--- src/hw/motor_cfg_pkg.sv ---
// Constants for the start-up and brake configuration registers
package motor_cfg_pkg;

    // Register addresses and reset values
    localparam logic [7:0] ADDR_STARTUP_BRAKE = 8'h92;
    localparam logic [7:0] ADDR_ACCEL_THRESHOLD = 8'h93;
    localparam logic [15:0] RESET_STARTUP_BRAKE = 16'h0000;
    localparam logic [15:0] RESET_ACCEL_THRESHOLD = 16'h0000;
    // Bit 15 of the acceleration register is read-only zero
    localparam logic [15:0] ACCEL_WRITE_MASK = 16'h7FFF;

    // Field positions, startup_brake_cfg
    localparam int STAT_THR_LSB = 14;
    localparam int BRAKE_CUR_BIT = 13;
    localparam int HYST_BIT = 12;
    localparam int SPEED_DET_BIT = 11;
    localparam int REV_EN_BIT = 10;
    localparam int REV_THR_LSB = 8;
    localparam int OL_CUR_LSB = 6;
    localparam int RAMP_LSB = 3;
    localparam int BRAKE_SET_LSB = 0;
    // Field positions, startup_accel_threshold_cfg
    localparam int ACCEL_RANGE_BIT = 14;

    // Lookup tables, index is the field code
    localparam logic [11:0] STAT_MS_TABLE [4] =
        '{12'h050, 12'h0A0, 12'h140, 12'h280};
    localparam logic [11:0] STAT_CHZ_TABLE [4] =
        '{12'h258, 12'h12C, 12'h0A0, 12'h050};
    localparam logic [5:0] BRAKE_CUR_MA_LO = 6'h18;
    localparam logic [5:0] BRAKE_CUR_MA_HI = 6'h30;
    localparam logic [5:0] HYST_MV_LO = 6'h14;
    localparam logic [5:0] HYST_MV_HI = 6'h28;
    // Reverse threshold in units of 0.1 Hz
    localparam logic [8:0] REV_THR_DHZ_TABLE [4] =
        '{9'h03F, 9'h082, 9'h104, 9'h1FE};
    localparam logic [10:0] OL_CUR_MA_TABLE [4] =
        '{11'h0C8, 11'h190, 11'h320, 11'h640};
    localparam logic [10:0] ALIGN_CUR_MA_TABLE [4] =
        '{11'h096, 11'h12C, 11'h258, 11'h4B0};
    // Ramp in thousandths of supply per second
    localparam logic [12:0] RAMP_TABLE [8] =
        '{13'h1770, 13'h0BB8, 13'h05DC, 13'h02BC,
          13'h0154, 13'h00A0, 13'h0046, 13'h0017};
    // Brake time in ms; code 0 means no brake
    localparam logic [11:0] BRAKE_MS_TABLE [8] =
        '{12'h000, 12'hA8C, 12'h514, 12'h29E,
          12'h14A, 12'h0A0, 12'h050, 12'h028};

    // Timing
    localparam int CLK_HZ = 40_000_000;
    localparam int TICK_TIME_MS = 1;
    localparam int CYCLES_PER_TICK = CLK_HZ / 1000 * TICK_TIME_MS;
    localparam logic [11:0] MS_SATURATE = 12'hFFF;

endpackage : motor_cfg_pkg

--- src/hw/motor_startup_brake_config.sv ---
// Start-up and brake configuration registers with stop and brake timing
`timescale 1ns/1ps
module motor_startup_brake_config
    import motor_cfg_pkg::*;
#(
    parameter int MS_CYCLES = CYCLES_PER_TICK
)
(
    // Clock and reset
    input wire logic sys_clk,
    input wire logic rst,
    // Register access port
    input wire logic reg_wr,
    input wire logic reg_rd,
    input wire logic [7:0] reg_addr,
    input wire logic [15:0] reg_wdata,
    output logic [15:0] reg_rdata,
    output logic reg_ack,
    // Motor control events, same clock domain
    input wire logic seq_start,
    input wire logic zero_cross,
    input wire logic brake_request,
    // Applied settings
    output logic [11:0] stationary_ms,
    output logic [11:0] stationary_chz,
    output logic [5:0] brake_current_ma,
    output logic [5:0] backemf_hysteresis_mv,
    output logic speed_detect_enable,
    output logic reverse_drive_enable,
    output logic [8:0] reverse_threshold_dhz,
    output logic [10:0] openloop_current_ma,
    output logic [10:0] align_current_ma,
    output logic [12:0] openloop_current_ramp,
    output logic [11:0] brake_time_ms,
    output logic brake_active_flag,
    output logic accel_range_select,
    // Sequencing status
    output logic rotor_stopped,
    output logic braking,
    output logic brake_done
);

    logic [15:0] brake_cfg_q;
    logic [15:0] accel_cfg_q;
    logic [15:0] brake_act_q;
    logic [15:0] accel_act_q;
    logic [15:0] rdata_q;
    logic ack_q;
    logic [31:0] tick_cnt_q;
    logic ms_tick_q;
    logic [11:0] idle_ms_q;
    logic stopped_q;
    logic braking_q;
    logic [11:0] brake_ms_q;
    logic brake_done_q;

    // Software-visible registers
    always_ff @(posedge sys_clk or posedge rst)
    begin
        if (rst)
        begin
            brake_cfg_q <= RESET_STARTUP_BRAKE;
            accel_cfg_q <= RESET_ACCEL_THRESHOLD;
        end
        else if (reg_wr)
        begin
            if (reg_addr == ADDR_STARTUP_BRAKE)
            begin
                brake_cfg_q <= reg_wdata;
            end
            if (reg_addr == ADDR_ACCEL_THRESHOLD)
            begin
                accel_cfg_q <= reg_wdata & ACCEL_WRITE_MASK;
            end
        end
    end

    // Read data, unmapped addresses read zero
    always_ff @(posedge sys_clk or posedge rst)
    begin
        if (rst)
        begin
            rdata_q <= 16'h0000;
            ack_q <= 1'b0;
        end
        else
        begin
            ack_q <= reg_wr | reg_rd;
            if (reg_rd)
            begin
                if (reg_addr == ADDR_STARTUP_BRAKE)
                begin
                    rdata_q <= brake_cfg_q;
                end
                else if (reg_addr == ADDR_ACCEL_THRESHOLD)
                begin
                    rdata_q <= accel_cfg_q & ACCEL_WRITE_MASK;
                end
                else
                begin
                    rdata_q <= 16'h0000;
                end
            end
        end
    end

    // Applied copies, taken over at sequence start
    always_ff @(posedge sys_clk or posedge rst)
    begin
        if (rst)
        begin
            brake_act_q <= RESET_STARTUP_BRAKE;
            accel_act_q <= RESET_ACCEL_THRESHOLD;
        end
        else if (seq_start)
        begin
            brake_act_q <= brake_cfg_q;
            accel_act_q <= accel_cfg_q;
        end
    end

    startup_setting_decode decode_inst (
        .sys_clk(sys_clk),
        .rst(rst),
        .brake_cfg(brake_act_q),
        .accel_cfg(accel_act_q),
        .stationary_ms(stationary_ms),
        .stationary_chz(stationary_chz),
        .brake_current_ma(brake_current_ma),
        .backemf_hysteresis_mv(backemf_hysteresis_mv),
        .speed_detect_enable(speed_detect_enable),
        .reverse_drive_enable(reverse_drive_enable),
        .reverse_threshold_dhz(reverse_threshold_dhz),
        .openloop_current_ma(openloop_current_ma),
        .align_current_ma(align_current_ma),
        .openloop_current_ramp(openloop_current_ramp),
        .brake_time_ms(brake_time_ms),
        .brake_active_flag(brake_active_flag),
        .accel_range_select(accel_range_select)
    );

    // Millisecond tick
    always_ff @(posedge sys_clk or posedge rst)
    begin
        if (rst)
        begin
            tick_cnt_q <= 32'h0000_0000;
            ms_tick_q <= 1'b0;
        end
        else if (tick_cnt_q >= 32'(MS_CYCLES - 1))
        begin
            tick_cnt_q <= 32'h0000_0000;
            ms_tick_q <= 1'b1;
        end
        else
        begin
            tick_cnt_q <= tick_cnt_q + 32'h0000_0001;
            ms_tick_q <= 1'b0;
        end
    end

    // Stationary judgement: time since last zero cross
    always_ff @(posedge sys_clk or posedge rst)
    begin
        if (rst)
        begin
            idle_ms_q <= 12'h000;
            stopped_q <= 1'b0;
        end
        else if (zero_cross)
        begin
            idle_ms_q <= 12'h000;
            stopped_q <= 1'b0;
        end
        else
        begin
            if (ms_tick_q && idle_ms_q != MS_SATURATE)
            begin
                idle_ms_q <= idle_ms_q + 12'h001;
            end
            stopped_q <= (idle_ms_q >= stationary_ms);
        end
    end

    // Brake timer, only when braking is enabled
    always_ff @(posedge sys_clk or posedge rst)
    begin
        if (rst)
        begin
            braking_q <= 1'b0;
            brake_ms_q <= 12'h000;
            brake_done_q <= 1'b0;
        end
        else
        begin
            brake_done_q <= 1'b0;
            if (!braking_q)
            begin
                if (brake_request && brake_active_flag)
                begin
                    braking_q <= 1'b1;
                    brake_ms_q <= 12'h000;
                end
            end
            else if (brake_ms_q >= brake_time_ms)
            begin
                braking_q <= 1'b0;
                brake_done_q <= 1'b1;
            end
            else if (ms_tick_q)
            begin
                brake_ms_q <= brake_ms_q + 12'h001;
            end
        end
    end

    assign reg_rdata = rdata_q;
    assign reg_ack = ack_q;
    assign rotor_stopped = stopped_q;
    assign braking = braking_q;
    assign brake_done = brake_done_q;

endmodule : motor_startup_brake_config

--- src/hw/startup_setting_decode.sv ---
// Registered decode of the applied configuration fields
`timescale 1ns/1ps
module startup_setting_decode
    import motor_cfg_pkg::*;
(
    // Clock and reset
    input wire logic sys_clk,
    input wire logic rst,
    // Applied register images
    input wire logic [15:0] brake_cfg,
    input wire logic [15:0] accel_cfg,
    // Decoded settings
    output logic [11:0] stationary_ms,
    output logic [11:0] stationary_chz,
    output logic [5:0] brake_current_ma,
    output logic [5:0] backemf_hysteresis_mv,
    output logic speed_detect_enable,
    output logic reverse_drive_enable,
    output logic [8:0] reverse_threshold_dhz,
    output logic [10:0] openloop_current_ma,
    output logic [10:0] align_current_ma,
    output logic [12:0] openloop_current_ramp,
    output logic [11:0] brake_time_ms,
    output logic brake_active_flag,
    output logic accel_range_select
);

    logic [1:0] stat_code;
    logic [1:0] rev_code;
    logic [1:0] cur_code;
    logic [2:0] ramp_code;
    logic [2:0] brake_code;

    assign stat_code = brake_cfg[STAT_THR_LSB +: 2];
    assign rev_code = brake_cfg[REV_THR_LSB +: 2];
    assign cur_code = brake_cfg[OL_CUR_LSB +: 2];
    assign ramp_code = brake_cfg[RAMP_LSB +: 3];
    assign brake_code = brake_cfg[BRAKE_SET_LSB +: 3];

    always_ff @(posedge sys_clk or posedge rst)
    begin
        if (rst)
        begin
            stationary_ms <= STAT_MS_TABLE[0];
            stationary_chz <= STAT_CHZ_TABLE[0];
            brake_current_ma <= BRAKE_CUR_MA_LO;
            backemf_hysteresis_mv <= HYST_MV_LO;
            speed_detect_enable <= 1'b0;
            reverse_drive_enable <= 1'b0;
            reverse_threshold_dhz <= REV_THR_DHZ_TABLE[0];
            openloop_current_ma <= OL_CUR_MA_TABLE[0];
            align_current_ma <= ALIGN_CUR_MA_TABLE[0];
            openloop_current_ramp <= RAMP_TABLE[0];
            brake_time_ms <= BRAKE_MS_TABLE[0];
            brake_active_flag <= 1'b0;
            accel_range_select <= 1'b0;
        end
        else
        begin
            stationary_ms <= STAT_MS_TABLE[stat_code];
            stationary_chz <= STAT_CHZ_TABLE[stat_code];
            brake_current_ma <= brake_cfg[BRAKE_CUR_BIT] ?
                BRAKE_CUR_MA_HI : BRAKE_CUR_MA_LO;
            backemf_hysteresis_mv <= brake_cfg[HYST_BIT] ?
                HYST_MV_HI : HYST_MV_LO;
            speed_detect_enable <= brake_cfg[SPEED_DET_BIT];
            reverse_drive_enable <= brake_cfg[REV_EN_BIT];
            reverse_threshold_dhz <= REV_THR_DHZ_TABLE[rev_code];
            openloop_current_ma <= OL_CUR_MA_TABLE[cur_code];
            align_current_ma <= ALIGN_CUR_MA_TABLE[cur_code];
            openloop_current_ramp <= RAMP_TABLE[ramp_code];
            brake_time_ms <= BRAKE_MS_TABLE[brake_code];
            brake_active_flag <= (brake_code != 3'b000);
            accel_range_select <= accel_cfg[ACCEL_RANGE_BIT];
        end
    end

endmodule : startup_setting_decode

--- config.mk ---
export PLATFORM = sky130hd
export DESIGN_NAME = motor_startup_brake_config
export DESIGN_NICKNAME = d
export VERILOG_FILES = /design/src/hw/motor_cfg_pkg.sv /design/src/hw/motor_startup_brake_config.sv /design/src/hw/startup_setting_decode.sv
export SDC_FILE = /design/constraint.sdc
export NUM_CORES = 1
export LEC_CHECK = 0
export BUFFER_PORTS_ARGS = -buffer_cell sky130_fd_sc_hd__buf_2
export CAP_MARGIN = 20
export CORE_ASPECT_RATIO = 1.1
export CORE_UTILIZATION = 45
export CTS_CLUSTER_SIZE = 28
export DETAILED_ROUTE_END_ITERATION = 7
export PLACE_DENSITY = 0.64
export SYNTH_ARGS = -nofsm -noshare
export SYNTH_HDL_FRONTEND = slang
export SYNTH_SLANG_ARGS = --single-unit
--- constraint.sdc ---
create_clock -name sys_clk -period 6.4 [get_ports sys_clk]
set_clock_uncertainty 0.05 [all_clocks]
set_input_delay 0.32 -clock sys_clk [delete_from_list [all_inputs] [get_ports sys_clk]]
set_output_delay 0.32 -clock sys_clk [all_outputs]
set_load 0.1 [all_outputs]
==> flow_summary.ini <==
[run_status]
status = finished, final reports clean

[die]
start_util = 0.461
die_w_um = 128
num_rows = 50
io_pins = 147
fp.dieH_um = 140
coreArea_sq_mm = 0.0170
fp.dieArea_sq_mm = 0.0180

[cells_and_area]
final_common_cell = dfrtp_1
layout_common_cells = dfrtp_1 (162), buf_2 (125), nor2_1 (50)
drive_gt1_frac = 0.262
antennaDiodeCount = 0
areaGrowthSynthToFinish_pct = 16.2
nets = 869
instances_no_fill = 1042

[cts]
cts.reportedPaths.clkPinSlew_ns = 0.07
numClockSinks = 183
post_cts.repair.setup_buffers = 0
cts-resized-gates = 0
clockBufferDepth = 2
cts_root_buf = clkbuf_16
cts_tree = yes
hold_buffers = 0
clk_latency_ns = 0.42
htreeDepth = 4
cts-buffers-inserted = 17

[yosys]
netlist_instances = 670
ys.flop_type = dfrtp_1
yosysWarningCount = 0
synth_seq_area_share = 0.587
syn_avg_cell_area_sq_um = 11.7
synthSimpleGateAreaFrac = 0.113
synth_xor_area_frac = 0.0212
synth_top_family_by_area = simple AND/OR/NAND/NOR gates
synth_area_sq_mm = 0.00784
synthAdderAreaFrac = 0.0686
async_flop_share = 1.00
yosysUniqueCellTypes = 54
muxShareOfSynthArea = 0.0593
synth_compound_area_frac = 0.0839
ys_ff_latch = 183
synth_edf_count = 0

[power]
pwr-share-clk = 0.326
swShare = 0.366
internal_power_mw = 1.95
irDropWorstVdd_uv = 189
switching_power_mw = 1.12
pwr-share-comb = 0.241
p_leak_nw = 4.47
seqPwrFrac = 0.433
powerDensity_mw_per_mm2 = 337

[global_route]
grt_max_degree = 111
grt_use_total = 0.183
grtUsageMet3 = 0.0493
grt.busiest_layer = met2
grt_pass1_vias = 5252
grt_pass1_wl_um = 25800
antenna_found_initial = 0
met2_usage = 0.300
gr-usage-met1 = 0.236
overflow = 0

[worst_setup_path]
required_ns = 6.71
path_max_fanout = 7
cp-end-kind = flip-flop
cp-start-kind = flip-flop
critical_path_arrival_ns = 2.56
critPathKind = flip-flop to flip-flop

[drt]
vias = 5116
wl_um = 15100
drtPass1Iterations = 4
ant_nets = 0
routedWlPerCell_um = 14.5
drc_errors = 0
drt_iter0_markers = 259
drt-vias-per-instance = 4.91

[sta]
timing.hold.ws_ns = 0.0294
setup_slack_ns = 4.15
setup_viol_count_final = 0
worstMarginPinSlew_ns = 0.955
finalHoldViolCount = 0
final.period_utilization = 0.351
slew_headroom = 0.363
setup_tns_ns = 0
fin_crit_ns = 2.25
slew_violations = 0
fmax_mhz = 445
rsz0062_at_grt = false

[place]
place_congestion = 0.801
dpl.cell_count = 1010
pre_cts_slack_ns = 4.00
port-buffer-count = 125
dpl.hpwl_um = 10600

[run]
maxCapViolCount = 0

[hold_path]
min_path_type = input port to asynchronous set/reset pin
[critical path: stages, from the launching register on]
cell and delay [ns]:
dfrtp_1 0.44, ha_1 0.32, a21oi_1 0.16, o21ai_1 0.10, a21oi_2 0.32, nand4_2 0.18, or4b_1 0.53, nand3_1 0.08
[kinds of logic after synthesis]
family / Yosys count
compound gates: 104
xor+xnor: 19
fa+ha+maj: 43
buf+inv: 98
flops: 183
mux: 42
other cells: 2
simple gates: 179
[flip-flops by register name, summed over array words and instances, names as in the netlist, 2 cells and up]
register                           flops
decode_inst.brake_current_ma           2
decode_inst.openloop_current_ramp     13
decode_inst.backemf_hysteresis_mv      2
decode_inst.stationary_ms              4
decode_inst.reverse_threshold_dhz      7
reg_rdata                             16
brake_act_q                           16
decode_inst.brake_time_ms             11
brake_ms_q                            12
decode_inst.align_current_ma           9
decode_inst.stationary_chz             5
brake_cfg_q                           16
idle_ms_q                             12
tick_cnt_q                            32
accel_cfg_q                           15
[stage by stage]
step                power, mW  area, sq um  utilization
finish                   3.08         9120        0.536
global route             3.22         9120        0.536
CTS                      3.10         9120        0.536
detailed placement       2.10         8550        0.503
global placement         2.08         8550        0.503
floorplan                1.98         7980            -
[power by group through the flow]
stage	Sequential, mW	Clock (mW)	Combinational [mW]
2_1_floorplan	1.59	0	0.393
3_5_place_dp	1.35	0	0.745
4_1_cts	1.33	1.03	0.746
6_report	1.33	1.00	0.741
5_1_grt	1.34	1.08	0.795
3_3_place_gp	1.35	0	0.729
[cell usage after synthesis (2+ instances only)]
library cell    n  area, sq um
a21o_1          4         30.0
o21ai_1         4         20.0
mux2i_1         6         60.1
inv_1          43          161
or4_1           2         15.0
and2_1          4         25.0
or2_2           2         12.5
a41oi_1         2         17.5
o211ai_1        3         22.5
and4_1          2         17.5
nand2b_1        3         18.8
mux2_1         13          146
conb_1          2         7.51
o21ai_0        25          125
nor2b_1         7         43.8
or3_1           5         31.3
ha_1           43          538
xor2_1         13          114
nand3_1        16         80.1
nor2_1         50          188
nand4_1        11         68.8
a21oi_2         2         17.5
a31oi_1         3         18.8
nand2_2         2         12.5
and3_1         10         62.6
mux2_2         23          259
nand2_1        48          180
buf_2           5         25.0
a21boi_0        2         15.0
nor3_1          5         25.0
dfrtp_1       162         4050
nor4_1          4         25.0
buf_4          38          285
a22oi_1        15          113
clkbuf_1       12         45.0
xnor2_1         6         52.6
a21oi_1        35          175
dfstp_2        21          552
nor4bb_1        2         20.0
[area by class of cell]
class                      instances  area [sq um]
timing repair buffer             126           633
sequential                       183          4610
inverter                          43           166
clock inverter                    12           120
fill                            1501          7900
tap                              234           293
multi-input combinational        424          2850
clock buffer                      20           447
[routing by layer]
layer  part of all wire  wire [um]
met3              0.052        789
met5                  0          0
met4             0.0078        118
met2               0.50       7580
met1               0.44       6620
[worst paths after layout]
path / endpoint / start / slack (ns) / cells after the start
hold reg to reg: decode_inst.reverse_drive_enable$_DFF_PP0_ / brake_act_q[10]$_DFFE_PP0P_ / 0.33 / 0
setup / recovery: brake_ms_q[11]$_DFFE_PP0P_ / brake_ms_q[5]$_DFFE_PP0P_ / 4.15 / 7
min in group sys_clk: brake_cfg_q[0]$_DFFE_PP0P_ / reg_wdata[0] / 0.07 / 2
setup reg to reg: brake_ms_q[11]$_DFFE_PP0P_ / brake_ms_q[5]$_DFFE_PP0P_ / 4.15 / 7
hold / removal: decode_inst.align_current_ma[3]$_DFF_PP0_ / rst / 0.03 / 2
max in group asynchronous: brake_ms_q[0]$_DFFE_PP0P_ / rst / 4.76 / 3
Note: power is estimated with default switching activity, not from simulation.
